$ cat config.mk
export PLATFORM = sky130hd
export DESIGN_NAME = fbg_guard
export DESIGN_NICKNAME = d
export VERILOG_FILES = /design/src/fbg_pkg.sv /design/src/fbg_id_compare.sv /design/src/fbg_guard.sv
export VERILOG_INCLUDE_DIRS = /design/src /design/src/src
export SDC_FILE = /design/constraint.sdc
export NUM_CORES = 1
export LEC_CHECK = 0
export ABC_AREA = 1
export BUFFER_PORTS_ARGS = -buffer_cell sky130_fd_sc_hd__clkbuf_2
export CAP_MARGIN = 0
export CORE_AREA = 5 5 133 135
export CTS_CLUSTER_DIAMETER = 80
export DETAILED_ROUTE_END_ITERATION = 10
export DIE_AREA = 0 0 138 140
export GPL_ROUTABILITY_DRIVEN = 1
export PLACE_DENSITY = 0.6
export SYNTH_ARGS = -nofsm -noshare
export SYNTH_HDL_FRONTEND = slang
export SYNTH_SLANG_ARGS = --single-unit
$ cat constraint.sdc
create_clock -name i_clk_sys -period 1.3 [get_ports i_clk_sys]
set_input_delay 0.39 -clock i_clk_sys [delete_from_list [all_inputs] [get_ports i_clk_sys]]
set_output_delay 0.39 -clock i_clk_sys [all_outputs]
set_load 0.005 [all_outputs]
$ cat src/fbg_defines.svh
// Constants for the flash boot select and ID guard
`ifndef FBG_DEFINES_SVH
`define FBG_DEFINES_SVH
`define FBG_SIG_WORD      64'h55736572426f6f74
`define FBG_ERASE_WORD    56'h414c6552415345
`define FBG_PROTECT_WORD  56'h50726f74656374
`define FBG_PORT_NONE     16'h0000
`define FBG_PORT_A        16'h03e9
`define FBG_PORT_B        16'h03ec
`define FBG_PORT_C        16'h03ed
`define FBG_PORT_D        16'h03f0
`define FBG_PORT_E        16'h03f4
`define FBG_LEVEL_HIGH    8'h00
`define FBG_LEVEL_LOW     8'h01
`define FBG_BIT_MAX       8'h07
`define FBG_USER_START    20'h10000
`define FBG_SERIAL_START  20'h00000
`define FBG_VECTOR_BLANK  32'hffffffff
`define FBG_OPT_PROTECT   3
`define FBG_ERASED_BYTE   8'hff
`define FBG_DF_LO         20'h0e000
`define FBG_DF_HI         20'h0ffff
`define FBG_ROM2_LO       20'h10000
`define FBG_ROM2_HI       20'h13fff
`endif

$ cat src/fbg_pkg.sv
// Types for the flash boot select and ID guard
`default_nettype none
package fbg_pkg;
	typedef enum logic [1:0] {FBG_MODE_NONE, FBG_MODE_SERIAL, FBG_MODE_USER, FBG_MODE_NORMAL} fbg_mode_t;
	typedef struct packed {
		logic [63:0] signature;
		logic [15:0] port_addr;
		logic [7:0]  port_bit;
		logic [7:0]  port_level;
		logic [55:0] stored_id;
		logic [31:0] reset_vector;
		logic [7:0]  option_byte;
	} fbg_flash_info_t;
	typedef struct packed {
		logic        accept;
		logic        reject;
		logic        erase_all;
		logic        serial_off;
	} fbg_id_result_t;
endpackage
`default_nettype wire

$ cat src/fbg_id_compare.sv
// Combinational ID code comparison against stored and reserved words
`include "fbg_defines.svh"
`default_nettype none
module fbg_id_compare (
	input  wire logic [55:0]          i_rx_id,
	input  wire logic [55:0]          i_stored_id,
	input  wire logic [31:0]          i_reset_vector,
	input  wire logic                 i_protect_on,
	output fbg_pkg::fbg_id_result_t   o_result
);
	import fbg_pkg::*;
	logic [6:0] byte_eq;
	logic       all_eq;
	logic       rx_erase;
	logic       st_erase;
	logic       st_protect;
	logic       blank;
	// Per-byte equality, in order
	genvar g;
	generate
		for (g = 0; g < 7; g = g + 1) begin : g_byte
			assign byte_eq[g] = (i_rx_id[8*g +: 8] == i_stored_id[8*g +: 8]);
		end
	endgenerate
	assign all_eq     = &byte_eq;
	assign rx_erase   = (i_rx_id == `FBG_ERASE_WORD);
	assign st_erase   = (i_stored_id == `FBG_ERASE_WORD);
	assign st_protect = (i_stored_id == `FBG_PROTECT_WORD);
	assign blank      = (i_reset_vector == `FBG_VECTOR_BLANK);
	// Decision order: serial off, forced erase, blank vector, ID check
	always_comb begin
		o_result = '0;
		if (st_protect) begin
			o_result.serial_off = 1'b1;
			o_result.reject     = 1'b1;
		end else if (rx_erase && (st_erase || !i_protect_on)) begin
			o_result.erase_all = 1'b1;
			o_result.accept    = 1'b1;
		end else if (blank) begin
			o_result.accept = 1'b1;
		end else if (all_eq && !st_erase) begin
			o_result.accept = 1'b1;
		end else begin
			o_result.reject = 1'b1;
		end
	end
endmodule // fbg_id_compare
`default_nettype wire

$ cat src/fbg_guard.sv
// Boot mode selection and flash access guard
`include "fbg_defines.svh"
`default_nettype none
module fbg_guard #(
	parameter int ID_BYTES = 7,
	parameter bit LARGE_PACKAGE = 1'b1
) (
	input  wire logic                     i_clk_sys,
	input  wire logic                     i_reset_n,
	input  wire logic                     i_boot_select_pin,
	input  wire logic                     i_processor_mode_pin,
	input  wire fbg_pkg::fbg_flash_info_t i_flash,
	input  wire logic [7:0]               i_port_a,
	input  wire logic [7:0]               i_port_b,
	input  wire logic [7:0]               i_port_c,
	input  wire logic [7:0]               i_port_d,
	input  wire logic [7:0]               i_port_e,
	input  wire logic                     i_id_valid,
	input  wire logic [8*ID_BYTES-1:0]    i_rx_id,
	input  wire logic                     i_cmd_valid,
	input  wire logic                     i_par_req,
	input  wire logic                     i_block0_erased,
	input  wire logic                     i_rom2_enable_bit,
	input  wire logic                     i_data_flash_map_bit,
	input  wire logic [19:0]              i_cpu_addr,
	output logic                          o_boot_done,
	output fbg_pkg::fbg_mode_t            o_mode,
	output logic [19:0]                   o_start_addr,
	output logic                          o_cmd_accept,
	output logic                          o_cmd_reject,
	output logic                          o_erase_all,
	output logic                          o_serial_off,
	output logic                          o_id_checked,
	output logic                          o_par_grant,
	output logic                          o_par_refuse,
	output logic                          o_protect_on,
	output logic                          o_rom2_sel,
	output logic                          o_data_flash_sel
);
	import fbg_pkg::*;

	logic           rst_s1;
	logic           rst_n;
	logic           decided;
	logic           port_ok;
	logic [7:0]     port_val;
	logic           pin_lvl;
	logic           sig_ok;
	fbg_mode_t      next_mode;
	logic           protect_on;
	fbg_id_result_t id_res;
	logic           id_pass;

	// Reset release synchroniser
	always_ff @(posedge i_clk_sys or negedge i_reset_n) begin
		if (!i_reset_n) begin
			rst_s1 <= 1'b0;
			rst_n  <= 1'b0;
		end else begin
			rst_s1 <= 1'b1;
			rst_n  <= rst_s1;
		end
	end

	// Entry port lookup
	always_comb begin
		port_ok  = 1'b1;
		port_val = 8'h00;
		case (i_flash.port_addr)
			`FBG_PORT_A: port_val = i_port_a;
			`FBG_PORT_B: port_val = i_port_b;
			`FBG_PORT_C: port_val = i_port_c;
			`FBG_PORT_D: port_val = i_port_d;
			`FBG_PORT_E: begin
				port_val = i_port_e;
				port_ok  = LARGE_PACKAGE;
			end
			default: port_ok = 1'b0;
		endcase
		if (i_flash.port_bit > `FBG_BIT_MAX)
			port_ok = 1'b0;
	end

	assign pin_lvl = port_val[i_flash.port_bit[2:0]];
	assign sig_ok  = (i_flash.signature == `FBG_SIG_WORD);

	// Start mode decision
	always_comb begin
		next_mode = FBG_MODE_SERIAL;
		if (!(!i_boot_select_pin && i_processor_mode_pin)) begin
			next_mode = FBG_MODE_NORMAL;
		end else if (!sig_ok) begin
			next_mode = FBG_MODE_SERIAL;
		end else if (i_flash.port_addr == `FBG_PORT_NONE && i_flash.port_bit == 8'h00
			&& i_flash.port_level == `FBG_LEVEL_HIGH) begin
			next_mode = FBG_MODE_USER;
		end else if (port_ok && i_flash.port_level == `FBG_LEVEL_HIGH) begin
			next_mode = pin_lvl ? FBG_MODE_SERIAL : FBG_MODE_USER;
		end else if (port_ok && i_flash.port_level == `FBG_LEVEL_LOW) begin
			next_mode = pin_lvl ? FBG_MODE_USER : FBG_MODE_SERIAL;
		end else begin
			next_mode = FBG_MODE_SERIAL; // Illegal combination falls back
		end
	end

	// Decision taken once after reset release and held
	always_ff @(posedge i_clk_sys or negedge rst_n) begin
		if (!rst_n) begin
			decided      <= 1'b0;
			o_boot_done  <= 1'b0;
			o_mode       <= FBG_MODE_NONE;
			o_start_addr <= `FBG_SERIAL_START;
		end else if (!decided) begin
			decided      <= 1'b1;
			o_boot_done  <= 1'b1;
			o_mode       <= next_mode;
			o_start_addr <= (next_mode == FBG_MODE_USER) ? `FBG_USER_START : `FBG_SERIAL_START;
		end
	end

	// Parallel protection, lifted by erasing the option byte block
	always_ff @(posedge i_clk_sys or negedge rst_n) begin
		if (!rst_n) begin
			protect_on <= 1'b0;
		end else if (i_block0_erased) begin
			// Erased option byte reads all ones, so its protect bit says off
			protect_on <= ~|(`FBG_ERASED_BYTE & (8'h01 << `FBG_OPT_PROTECT));
		end else if (!decided) begin
			protect_on <= ~i_flash.option_byte[`FBG_OPT_PROTECT];
		end
	end

	always_ff @(posedge i_clk_sys or negedge rst_n) begin
		if (!rst_n)
			o_protect_on <= 1'b0;
		else
			o_protect_on <= protect_on;
	end

	// Parallel programmer gate
	always_ff @(posedge i_clk_sys or negedge rst_n) begin
		if (!rst_n) begin
			o_par_grant  <= 1'b0;
			o_par_refuse <= 1'b0;
		end else begin
			o_par_grant  <= i_par_req && !protect_on;
			o_par_refuse <= i_par_req && protect_on;
		end
	end

	// Stored ID taken as seven bytes from one flash info field
	fbg_id_compare u_cmp (
		.i_rx_id        (i_rx_id),
		.i_stored_id    (i_flash.stored_id),
		.i_reset_vector (i_flash.reset_vector),
		.i_protect_on   (protect_on),
		.o_result       (id_res)
	);

	// ID check result latched per serial session
	always_ff @(posedge i_clk_sys or negedge rst_n) begin
		if (!rst_n) begin
			o_id_checked <= 1'b0;
			id_pass      <= 1'b0;
			o_erase_all  <= 1'b0;
			o_serial_off <= 1'b0;
		end else begin
			o_erase_all <= 1'b0;
			if (o_mode == FBG_MODE_SERIAL && i_id_valid && !o_id_checked) begin
				o_id_checked <= 1'b1;
				id_pass      <= id_res.accept;
				o_erase_all  <= id_res.erase_all;
				o_serial_off <= id_res.serial_off;
			end
		end
	end

	// Command gate
	always_ff @(posedge i_clk_sys or negedge rst_n) begin
		if (!rst_n) begin
			o_cmd_accept <= 1'b0;
			o_cmd_reject <= 1'b0;
		end else begin
			o_cmd_accept <= i_cmd_valid && o_id_checked && id_pass && !o_serial_off;
			o_cmd_reject <= i_cmd_valid && !(o_id_checked && id_pass && !o_serial_off);
		end
	end

	// Address region selects
	always_ff @(posedge i_clk_sys or negedge rst_n) begin
		if (!rst_n) begin
			o_rom2_sel       <= 1'b0;
			o_data_flash_sel <= 1'b0;
		end else begin
			o_rom2_sel <= !i_rom2_enable_bit && i_cpu_addr >= `FBG_ROM2_LO
				&& i_cpu_addr <= `FBG_ROM2_HI;
			o_data_flash_sel <= i_data_flash_map_bit && i_cpu_addr >= `FBG_DF_LO
				&& i_cpu_addr <= `FBG_DF_HI;
		end
	end

	// Checks
	a_boot_once: assert property (@(posedge i_clk_sys) disable iff (!rst_n)
		o_boot_done |=> $stable(o_mode)) else $error("mode changed after decision");
	a_user_start: assert property (@(posedge i_clk_sys) disable iff (!rst_n)
		(o_boot_done && o_mode == FBG_MODE_USER) |-> o_start_addr == 20'h10000)
		else $error("user boot start wrong");
	a_par_block: assert property (@(posedge i_clk_sys) disable iff (!rst_n)
		(i_par_req && protect_on) |=> (o_par_refuse && !o_par_grant))
		else $error("parallel access not refused");
	a_cmd_mismatch: assert property (@(posedge i_clk_sys) disable iff (!rst_n)
		(i_cmd_valid && !id_pass) |=> (o_cmd_reject && !o_cmd_accept))
		else $error("command accepted without ID match");
	a_serial_off: assert property (@(posedge i_clk_sys) disable iff (!rst_n)
		o_serial_off |-> !o_cmd_accept) else $error("serial off yet accepted");
	a_erase_pulse: assert property (@(posedge i_clk_sys) disable iff (!rst_n)
		o_erase_all |=> !o_erase_all) else $error("erase pulse too long");
	a_df_map: assert property (@(posedge i_clk_sys) disable iff (!rst_n)
		!i_data_flash_map_bit |=> !o_data_flash_sel) else $error("data flash mapped");
	a_rom2_gate: assert property (@(posedge i_clk_sys) disable iff (!rst_n)
		i_rom2_enable_bit |=> !o_rom2_sel) else $error("rom2 used while disabled");
	a_erase_unprot: assert property (@(posedge i_clk_sys) disable iff (!rst_n)
		i_block0_erased |=> !protect_on) else $error("protection kept after erase");
	a_no_sig: assert property (@(posedge i_clk_sys) disable iff (!rst_n)
		($rose(o_boot_done) && !i_boot_select_pin && i_processor_mode_pin && !sig_ok)
		|-> o_mode == FBG_MODE_SERIAL) else $error("bad signature not serial");
endmodule // fbg_guard
`default_nettype wire

==> results by group, run 1 <==
Run status
  – Outcome: finished, violations left
  – Failing checks: negative setup slack

Pwr
  – Total power: 2.408 mW
  – Power Density: 409.3 mW/mm²
  – LEAKAGE: between 3 and 4 nW
  – Max IR drop VDD: between 0.0005 and 0.0006 V

Clock tree
  – TritonCTS clock tree: yes
  – Num Clock Sinks: 19
  – H-tree Lvls: 1
  – Clk buf depth: 2
  – Worst-path clk slew: 0.06 ns
  – Clk Latency, worst-skew pair: 0.25 ns
  – Root Buffer Master: clkbuf_16
  – CTS buffer count: 3

Floorplan
  – Num ports: about 350
  – CORE AREA: 0.01635 mm²
  – Die X: ~140 µm
  – Die Y: 140 µm
  – # rows: 47
  – Die area: between 0.015 and 0.02 mm²
  – Starting density of the core: a little under a fifth

STA
  – Fmax: 563.7 MHz
  – Fin crit share: 136.5%
  – # setup viols final: 6
  – Setup TNS: -1.940 ns
  – Final hold violations: 0
  – Final worst setup slack: -0.4739 ns
  – RSZ-0062 raised after global routing: true
  – Max-slew violation count: 0
  – Min Clock Period, post-route: ~1.8 ns
  – Clock Skew: between 0.006 and 0.007 ns

Final layout
  – Area growth, synth to finish: 90.36%
  – ANT cells: 0
  – Finished Layout Cells: ~1100
  – FILL cells: approximately 1800
  – Final #Nets: 1234
  – Commonest non-fill, non-tap cells in the layout: clkbuf_2 (305), nand2_1 (96), inv_1 (75), buf_4 (71), nand3_1 (51)
  – Most common cell after layout, fill and taps aside: clkbuf_2
  – Share of layout cells above drive strength 1: between 50% and 60%

Worst setup path
  – CP Data Arrival Time: about 1.9 ns
  – CP max FO: 6
  – Worst path cell trace: buf_6 > nor2_4 > nand2_4 > nor2_4 > buf_12 > clkbuf_16 > nand3_2 > nand2_1 > nor2_1 > nand3_1 > nand3_2 > nand3_2 > nand3_2 > nand3_4 > nand3_2 > nand2_2 > nand2_1
  – Critical path origin: i_flash[122]
  – CP max stage delay: roughly 0.14 ns
  – Most frequent CP cell: nand3_2
  – R2R setup slack: about 0.1 ns
  – CP Launch Type: input port
  – Crit path kind: in2reg
  – Critical path destination: o_mode[0]$_DFFE_PN0N_
  – R2r startpoint: o_id_checked$_DFFE_PN0P_
  – Worst r2r dst: id_pass$_DFFE_PN0P_
  – CP required: 1.44 ns
  – Worst reg2reg path depth: 5
  – CP Capture Type: flip-flop
  – Slowest CP cell: nor2_4

Logic synthesis
  – Yosys reg bits: 19
  – Synth Cell Area: approximately 0.003 mm²
  – Yosys cell types: 32
  – Ys Warns: 0
  – Dominant synthesized flop cell: dfrtp_1
  – Number of synthesized flops with an enable pin: 0
  – Asr flop ratio synth: 100.0%
  – Seq/Total Area, Yosys: approximately 15%
  – Cells after synthesis: 520
  – Syn avg cell area: just under 6 µm²

Route
  – Antenna Violating Nets Remaining: 0
  – DRC: 0
  – Initial DRC count: 298
  – TritonRoute pass-1 iters: 4
  – Via density: approximately 4.3
  – WL/cell: ~14 µm
  – DRT Wirelength: between 15000 and 20000 µm
  – Routed via count: around 5000

Job
  – Max Cap Viol: 0

Global routing
  – Vias in the first global route: roughly 4700
  – Initial antenna violation count: 1
  – Largest net degree at the start of global routing: 23
  – Total grt overflow: 0
  – First-pass GRT wire length: about 23000 µm
  – Tot GR Track Use: ~15%

Place
  – PortBufs: between 300 and 400
  – Detailed Place HPWL: around 14000 µm
  – Placed insts: about 1100
  – Final GP Congestion: a little over 0.9

Min path
  – Hold crit path type: reg2async
power by group:
| group | internal, mW | total (mW) | switching, mW |
|---|---|---|---|
| registers | 0.611 | 0.627 | 0.0160 |
| logic | 0.632 | 1.15 | 0.523 |
| clock network | 0.417 | 0.626 | 0.210 |
cell usage after synthesis (3+ instances only):
| library cell | n | area [µm²] |
|---|---|---|
| a21oi_1 | 5 | 25.02 |
| xor2_1 | 10 | 87.58 |
| nor2_2 | 5 | 31.28 |
| buf_6 | 3 | 33.78 |
| dfrtp_1 | 19 | 475.5 |
| nor2_1 | 55 | 206.5 |
| or2_2 | 10 | 62.56 |
| buf_4 | 19 | 142.6 |
| nor3_1 | 16 | 80.08 |
| nor2_4 | 4 | 45.04 |
| nor3b_1 | 4 | 30.03 |
| nand3_1 | 67 | 335.3 |
| nand4_1 | 37 | 231.5 |
| nand2_2 | 3 | 18.77 |
| nor4_1 | 32 | 200.2 |
| nand3_2 | 5 | 50.05 |
| o2111ai_1 | 3 | 26.28 |
| xnor2_1 | 26 | 227.7 |
| inv_1 | 79 | 296.5 |
| nand2_1 | 103 | 386.6 |
repair_timing:
action	4_1_cts	5_1_grt
endpoints found under the setup margin	7	7
gates cloned	2	3
resized for setup	21	50
buffers inserted	5	4
pin swaps	5	34
hold buffers	1	0
endpoints found under the hold margin	2	0
through the flow:
step | hold WS, ns | utilization (%) | setup WS [ns] | area, µm²
2_1_floorplan | 0.09441 | - | -0.3874 | 3186
3_3_place_gp | 0.1142 | 32.98 | -0.6551 | 5391
4_1_cts | 0.1250 | 34.19 | -0.3599 | 5589
3_5_place_dp | 0.1193 | 32.98 | -0.6956 | 5391
6_report | 0.1092 | 35.99 | -0.4739 | 5883
5_1_grt | 0.1480 | 35.99 | -0.5837 | 5883
area by class of cell:
class                   count  area (µm²)  share of cell area (%)
clock buffers               4       78.83                   1.340
well taps                 220       275.3                   4.679
multi-input cells         421        2450                   41.64
inverters                  79       299.0                   5.083
repair buffers            392        2303                   39.15
flip-flops and latches     19       476.7                   8.103
worst max-delay path: cells and delay by family:
family / cells / cell delay [ns]
AND/OR/NAND/NOR: 14 / 1.14
buffers and inverters: 3 / 0.38
cell families (layout without fill, tap and decap cells):
family,after synthesis,count (layout),share of synthesized area (%)
buf+inv,101,475,15.30
other cells,2,21,0.2430
simple gates,347,349,55.63
compound gates,15,15,3.239
xor+xnor,36,36,10.20
flops,19,19,15.38
per-layer routing:
layer,track usage (%),vias to the layer above,routed length [µm]
li1,-,2504,-
met1,16.54,2142,6062
met2,28.03,224,8479
met3,3.647,22,1248
met4,2.340,2,249
met5,0,-,13
flip-flops by register name, indices dropped and copies added (netlist names):
| register | flops |
|---|---|
| decided | 1 |
| id_pass | 1 |
| o_boot_done | 1 |
| o_cmd_accept | 1 |
| o_cmd_reject | 1 |
| o_data_flash_sel | 1 |
| o_erase_all | 1 |
| o_id_checked | 1 |
| o_mode | 2 |
| o_par_grant | 1 |
| o_par_refuse | 1 |
| o_protect_on | 1 |
| o_rom2_sel | 1 |
| o_serial_off | 1 |
| o_start_addr | 1 |
| protect_on | 1 |
| rst_n | 1 |
| rst_s1 | 1 |
worst min path at each step:
stage / endpoint / start / slack [ns]
after floorplan: rst_n$_DFF_PN0_ / i_reset_n / 0.09
after detailed placement: protect_on$_DFFE_PN0P_ / rst_n$_DFF_PN0_ / 0.12
after CTS: protect_on$_DFFE_PN0P_ / rst_n$_DFF_PN0_ / 0.13
after global placement: decided$_DFF_PN0_ / rst_n$_DFF_PN0_ / 0.11
after global routing: protect_on$_DFFE_PN0P_ / rst_n$_DFF_PN0_ / 0.15
final: protect_on$_DFFE_PN0P_ / rst_n$_DFF_PN0_ / 0.11
(Power assumes the default switching activity.)
==> run 2: changes to the inputs <==
==> constraint.sdc (replaced) <==
create_clock -name i_clk_sys -period 2.12 [get_ports i_clk_sys]
set_input_delay 0.636 -clock i_clk_sys [delete_from_list [all_inputs] [get_ports i_clk_sys]]
set_output_delay 0.636 -clock i_clk_sys [all_outputs]
set_load 0.005 [all_outputs]
==> results by group, run 2 (synthesized netlist as in run 1, its figures left out) <==
Min path
  – Hold crit path type: in2async

STA
  – Fmax: between 500 and 600 MHz
  – Tightest hold margin: 0.1584 ns (+0.04912 ns)
  – Fin crit share: slightly above 90%
  – # setup viols final: 0 (-6)
  – Setup TNS: 0 ns (+1.940 ns)
  – Tightest Pin Transition: 0.7561 ns
  – Final hold violations: 0 (unchanged)
  – Clock Skew: 0.004765 ns (-0.001999 ns)
  – RSZ-0062 raised after global routing: true
  – Min Clock Period, post-route: between 1.5 and 2 ns
  – Max_slew headroom: 49.60%
  – Max-slew violation count: 0 (unchanged)

Floorplan
  – Die X: 138 µm (unchanged)
  – # rows: 47 (unchanged)
  – Starting density of the core: 18.90% (unchanged)
  – Num ports: 351 (unchanged)
  – CORE AREA: 0.01635 mm² (unchanged)
  – Die area: 0.01932 mm² (unchanged)
  – Die Y: 140 µm (unchanged)

Clock tree
  – H-tree Lvls: 1 (unchanged)
  – TritonCTS clock tree: yes
  – Clk buf depth: 2 (unchanged)
  – CTS Hold Bufs: 0 (-1)
  – Postcts setup bufs: 0 (-5)
  – Root Buffer Master: clkbuf_16
  – Post-CTS Resized: 0 (-100%)
  – Worst-path clk slew: 0.06 ns (about the same)
  – Num Clock Sinks: 19 (unchanged)
  – Clk Latency, worst-skew pair: 0.25 ns (about the same)
  – CTS buffer count: 3 (unchanged)

Final layout
  – Area growth, synth to finish: 64.90%
  – Commonest non-fill, non-tap cells in the layout: clkbuf_2 (311), nand2_1 (103), inv_1 (79), nand3_1 (67), nor2_1 (54)
  – Max reg flops: 2 (unchanged)
  – Top reg by flops: o_mode
  – Area of the multi-input gates: 0.002255 mm² (-8.0%)
  – Finished Layout Cells: 1071 (-5.6%)
  – Share of layout cells above drive strength 1: 42.77% (-8.3 points)
  – Final #Nets: 1170 (-5.2%)
  – FILL cells: 1841 (+2.0%)
  – Register area: 475.5 µm² (-0.26%)
  – Most common cell after layout, fill and taps aside: clkbuf_2
  – Final design utilization: 31.17% (-4.8 points)
  – ANT cells: 0 (unchanged)

Job
  – Max Cap Viol: 0 (unchanged)

Worst setup path
  – CP Launch Type: input port
  – CP required: 2.27 ns (+0.83 ns)
  – CP Data Arrival Time: 2.10 ns (+0.18 ns)
  – Crit path kind: in2reg
  – Most frequent CP cell: nand2_1
  – Slowest CP cell: nor2_4
  – CP max stage delay: 0.21 ns (+0.07 ns)
  – Worst path cell trace: clkbuf_2 > nor2_1 > nand2_1 > nor2_4 > nand3_1 > nand2_1 > nor2_1 > nand2_1 > nand3_1 > nand3_2 > nand3_1 > nand3_2 > nand3_1 > nand2_1 > nand2_1
  – CP max FO: 5 (-1)
  – CP Capture Type: flip-flop

Pwr
  – Power Density: 268.6 mW/mm² (-34%)
  – Max IR drop VDD: 0.0002730 V (-50%)
  – LEAKAGE: 2.865 nW (-11%)
  – Total power: 1.369 mW (-43%)

Global routing
  – Tot GR Track Use: 13.74% (-0.87 points)
  – First-pass GRT wire length: 22010 µm (-4.9%)
  – Largest net degree at the start of global routing: 22 (-4.3%)
  – Vias in the first global route: 4464 (-4.4%)
  – Initial antenna violation count: 0 (-1)
  – Total grt overflow: 0 (unchanged)

Place
  – Final GP Congestion: 0.9142 (about the same)
  – Detailed Place HPWL: 13240 µm (-6.0%)
  – PortBufs: 311 (unchanged)
  – Placed insts: 1064 (-4.8%)

Route
  – Routed via count: 4556 (-6.9%)
  – Via density: 4.254 (-1.3%)
  – Initial DRC count: 187 (-37%)
  – Antenna Violating Nets Remaining: 0 (unchanged)
  – TritonRoute pass-1 iters: 4 (unchanged)
  – DRC: 0 (unchanged)
  – DRT Wirelength: 14520 µm (-9.5%)
  – WL/cell: 13.56 µm (-4.1%)

Run status
  – Outcome: completed
==> run 2: cell count changes in the layout (fill, tap and decap cells not counted), sizes merged <==
cell and delta:
clkinv +1, nor2 +1, dlygate4sd3 -1, buf -68, clkbuf +3
==> run 2: final cells by class <==
type                            count  share of cell area (%)
Multi-Input combinational cell    422                   44.24
Clock inverter                      1                 0.09821
Tap cell                          220                   5.401
Timing Repair Buffer              327                   33.64
Sequential cell                    19                   9.330
Inverter                           79                   5.819
Clock buffer                        3                   1.473
==> run 2: stage by stage <==
stage	cell area (µm²)	worst slack (ns)
2_1_floorplan	3162	0.1601
3_3_place_gp	4975	-0.1296
3_5_place_dp	4975	-0.1433
4_1_cts	5055	0.1264
5_1_grt	5096	-0.01736
6_report	5096	0.1638
==> run 2: worst max-delay path: cells and delay by family <==
kind          cells  cell delay (ns)
simple gates     14             1.35
buf+inv           1             0.09
==> run 2: metal layers <==
layer,GRT usage (%),vias up,wire [µm]
met3,3.579,4,1279
met1,15.56,1965,5578
li1,-,2372,-
met5,0,-,0
met2,26.72,215,7595
met4,1.248,0,68
==> run 2: path summary, 6_finish.rpt <==
kind / startpoint / end / slack (ns) / cells after the start
worst max-delay path: i_flash[113] / o_mode[0]$_DFFE_PN0N_ / 0.16 / 15
worst min-delay path: i_reset_n / rst_s1$_DFF_PN0_ / 0.16 / 1
worst max register to register: o_id_checked$_DFFE_PN0P_ / id_pass$_DFFE_PN0P_ / 0.74 / 5
worst min register to register: rst_n$_DFF_PN0_ / o_data_flash_sel$_DFF_PN0_ / 0.32 / 0
max in group asynchronous: rst_n$_DFF_PN0_ / o_par_grant$_DFF_PN0_ / 1.33 / 0
min in group i_clk_sys: rst_s1$_DFF_PN0_ / rst_n$_DFF_PN0_ / 0.35 / 0
==> run 2: power breakdown <==
group | switching [mW] | internal, mW | leakage [nW] | total (mW)
combinational | 0.274 | 0.311 | 2.59 | 0.585
clock | 0.141 | 0.253 | 0.0409 | 0.394
sequential | 0.0147 | 0.374 | 0.229 | 0.389
total | 0.430 | 0.938 | 2.87 | 1.37
==> run 3: changes to the inputs <==
--- a/config.mk
+++ b/config.mk
@@ -6,15 +6,15 @@
 export SDC_FILE = /design/constraint.sdc
 export NUM_CORES = 1
 export LEC_CHECK = 0
-export ABC_AREA = 1
 export BUFFER_PORTS_ARGS = -buffer_cell sky130_fd_sc_hd__clkbuf_2
 export CAP_MARGIN = 0
-export CORE_AREA = 5 5 133 135
+export CORE_AREA = 5 5 132 134
 export CTS_CLUSTER_DIAMETER = 80
 export DETAILED_ROUTE_END_ITERATION = 10
-export DIE_AREA = 0 0 138 140
+export DIE_AREA = 0 0 137 139
 export GPL_ROUTABILITY_DRIVEN = 1
-export PLACE_DENSITY = 0.6
+export PLACE_DENSITY = 0.58
+export RECOVER_POWER = 50
 export SYNTH_ARGS = -nofsm -noshare
 export SYNTH_HDL_FRONTEND = slang
 export SYNTH_SLANG_ARGS = --single-unit
==> results by group, run 3 <==
Run status
  – Outcome: finished, violations left
  – Failing checks: negative setup slack

Logic synthesis
  – Syn avg cell area: 8.384 µm² (+41%)
  – Number of synthesized flops with an enable pin: 0 (unchanged)
  – Yosys reg bits: 19 (unchanged)
  – Cells after synthesis: 321 (-38%)
  – Seq/Total Area, Yosys: 17.67% (+2.3 points)
  – Ranking of synthesized cells by instance count: xor2_1 (40), nand4_1 (27), nor4_1 (27)
  – Ys Warns: 0 (unchanged)
  – Top cell type by total area after synthesis: dfrtp_1
  – Asr flop ratio synth: 100.0% (unchanged)
  – Most frequent cell after synthesis: xor2_1
  – Synth area leaders: dfrtp_1 (18%), xor2_1 (13%), nand4_1 (6.3%)
  – Dominant synthesized flop cell: dfrtp_1
  – Synth Cell Area: 0.002691 mm² (-13%)
  – Synth top area share: 17.67% (+2.3 points)
  – Yosys cell types: 54 (+69%)

STA
  – Clock Skew: 0.001203 ns (-0.003563 ns)
  – # setup viols final: 4 (+4)
  – Max-slew violation count: 0 (unchanged)
  – Max_slew headroom: 53.64% (+4.0 points)
  – Min Clock Period, post-route: 2.792 ns (+0.8354 ns)
  – Final worst setup slack: -0.6716 ns (-0.8354 ns)
  – RSZ-0062 raised after global routing: true
  – Fin crit share: 131.7% (+39 points)
  – Tightest Pin Transition: 0.6954 ns (-0.06071 ns)
  – Fmax: 358.2 MHz (-30%)
  – Final hold violations: 0 (unchanged)

Place
  – Final GP Congestion: 0.9187 (+0.49%)
  – PortBufs: 311 (unchanged)
  – Area post-placement: 0.005130 mm² (+3.1%)
  – Detailed Place HPWL: 13820 µm (+4.4%)

Global routing
  – Largest net degree at the start of global routing: 18 (-18%)
  – First-pass GRT wire length: 21190 µm (-3.7%)
  – Tot GR Track Use: 14.09% (+0.35 points)
  – Initial antenna violation count: 0 (unchanged)
  – Vias in the first global route: 4157 (-6.9%)
  – Total grt overflow: 0 (unchanged)

Clock tree
  – Num Clock Sinks: 19 (unchanged)
  – Worst-path clk slew: 0.05 ns (about the same)
  – Clk buf depth: 2 (unchanged)
  – H-tree Lvls: 1 (unchanged)
  – Clk Latency, worst-skew pair: 0.25 ns (about the same)
  – Root Buffer Master: clkbuf_16
  – TritonCTS clock tree: yes
  – CTS buffer count: 3 (unchanged)

Route
  – WL/cell: 15.91 µm (+17%)
  – DRT Wirelength: 15050 µm (+3.7%)
  – Routed via count: 4130 (-9.4%)
  – Initial DRC count: 127 (-32%)
  – TritonRoute pass-1 iters: 6 (+2)
  – Via density: 4.366 (+2.6%)
  – DRC: 0 (unchanged)
  – Antenna Violating Nets Remaining: 0 (unchanged)

Pwr
  – Total power: 1.539 mW (+12%)
  – Sw Share: 30.73% (-0.72 points)
  – Comb power frac: 48.9% (+6.1 points)
  – Max IR drop VDD: 0.0002225 V (-18%)
  – Sw power: 0.4729 mW (+9.9%)
  – Clock Power Share: 24.9% (-3.9 points)
  – Power Density: 285.5 mW/mm² (+6.3%)
  – Sequential Power Share: 26.3% (-2.1 points)
  – Int Pwr: 1.066 mW (+14%)
  – LEAKAGE: 2.726 nW (-4.9%)

Floorplan
  – CORE AREA: 0.01617 mm² (-1.1%)
  – Die Y: 139 µm (-0.71%)
  – Starting density of the core: 16.64% (-2.3 points)
  – Die area: 0.01904 mm² (-1.4%)
  – Die X: 137 µm (-0.72%)
  – # rows: 47 (unchanged)
  – Num ports: 351 (unchanged)

Min path
  – Hold crit path type: in2async

Worst setup path
  – CP Launch Type: input port
  – Crit path max-delay family: simple AND/OR/NAND/NOR gates
  – CP Data Arrival Time: 2.91 ns (+0.81 ns)
  – CP max stage delay: 0.58 ns (+0.37 ns)
  – CP required: 2.24 ns (-0.03 ns)
  – Crit path kind: in2reg
  – WP buf/inv: 1 (unchanged)
  – CP max FO: 7 (+2)
  – Most frequent CP cell: or4_4
  – Worst path cell trace: buf_6 > or4_4 > or4_4 > nor3_1 > o311ai_0 > o22a_1 > and4_4 > nor4_4 > o21ai_1
  – CP Capture Type: flip-flop
  – Slowest CP cell: or4_4

Final layout
  – Final design utilization: 33.34% (+2.2 points)
  – Max reg flops: 2 (unchanged)
  – Post-layout instance area: 0.005391 mm² (+5.8%)
  – Area growth, synth to finish: 100.3%
  – Share of layout cells above drive strength 1: 60.06% (+17 points)
  – ANT cells: 0 (unchanged)
  – Top reg by flops: o_mode
  – Commonest non-fill, non-tap cells in the layout: clkbuf_2 (305), buf_4 (91), xor2_1 (40), nand4_1 (27), nor4_1 (25)
  – Most common cell after layout, fill and taps aside: clkbuf_2
  – Final #Nets: 1045 (-11%)

Job
  – Max Cap Viol: 0 (unchanged)
==> run 3: changes by cell type after synthesis, sizes merged, moves of 10 or more <==
cell	delta
nand2	-92
nor4bb	+11
xnor2	-10
inv	-73
xor2	+30
mux2i	+12
nor2	-54
nor4b	+17
nand3	-67
nand4	-10
==> run 3: metal layers <==
metal / vias up / wire, µm / part of all wire (%) / track usage [%]
li1: 2036 / - / - / -
met1: 1864 / 5933 / 39 / 17.65
met2: 220 / 7479 / 50 / 25.90
met3: 10 / 1505 / 10 / 2.068
met4: 0 / 136 / 0.90 / 1.786
met5: - / 0 / 0 / 0
==> run 3: cells by family (layout without fill, tap and decap cells) <==
kind of cell / after synthesis / in the layout / share of synthesized area [%]
AO/OA/AOI/OAI: 30 / 30 / 8.043
XOR/XNOR: 56 / 56 / 18.22
buffers and inverters: 29 / 415 / 6.787
flip-flops: 19 / 19 / 17.67
multiplexers: 16 / 16 / 6.137
other: 2 / 21 / 0.2790
AND/OR/NAND/NOR: 169 / 169 / 42.86
==> run 3: cell type report <==
| cell class | instances | area [µm²] |
|---|---|---|
| fill | 1723 | 10780 |
| timing repair buffer | 405 | 2293 |
| multi-input combinational | 292 | 2245 |
| sequential | 19 | 475.5 |
| tap | 220 | 275.3 |
| clock buffer | 3 | 75.07 |
| inverter | 6 | 22.52 |
| clock inverter | 1 | 5.005 |
==> run 3: path summary, 6_finish.rpt <==
check	start	cells past startpoint	endpoint	slack, ns
worst max-delay path	i_flash[123]	9	o_start_addr[16]$_DFFE_PN0N_	-0.67
worst min-delay path	i_reset_n	1	rst_n$_DFF_PN0_	0.16
worst max register to register	decided$_DFF_PN0_	7	o_mode[0]$_DFFE_PN0N_	-0.18
worst min register to register	rst_n$_DFF_PN0_	0	o_par_refuse$_DFF_PN0_	0.29
max in group asynchronous	rst_n$_DFF_PN0_	0	o_erase_all$_DFF_PN0_	1.39
min in group i_clk_sys	rst_s1$_DFF_PN0_	0	rst_n$_DFF_PN0_	0.35
==> run 3: worst register-to-register path: stages, from the launching register on <==
cell and delay (ns):
dfrtp_1 0.38, or4_1 0.47, nor4_1 0.31, nand3b_1 0.20, or3_1 0.41, nor2_1 0.20, nor4_4 0.08, a2bb2oi_2 0.13
==> run 3: timing repair <==
| action | 4_1_cts | 5_1_grt |
|---|---|---|
| setup buffers | 3 | 0 |
| resized for setup | 18 | 11 |
| setup endpoints to repair | 5 | 5 |
| pin swaps | 9 | 5 |
| hold buffers | 0 | 0 |
==> run 3: stage by stage <==
| stage | setup TNS, ns | std cells | hold WS (ns) | setup slack [ns] |
|---|---|---|---|---|
| after global routing | -2.612 | 946 | 0.1645 | -0.7806 |
| after floorplan | -2.398 | 340 | 0.2132 | -0.8117 |
| after global placement | -4.553 | 939 | 0.3189 | -1.003 |
| final | -2.134 | 946 | 0.1593 | -0.6716 |
| after CTS | -2.241 | 946 | 0.1579 | -0.6811 |
| after detailed placement | -4.645 | 939 | 0.3145 | -1.044 |
==> run 3: power by group through the flow <==
stage,combinational [mW],clock (mW),sequential (mW)
after floorplan,0.227,0,0.409
after global placement,0.727,0,0.412
after detailed placement,0.728,0,0.413
after CTS,0.745,0.398,0.407
after global routing,0.818,0.410,0.410
final,0.752,0.383,0.404
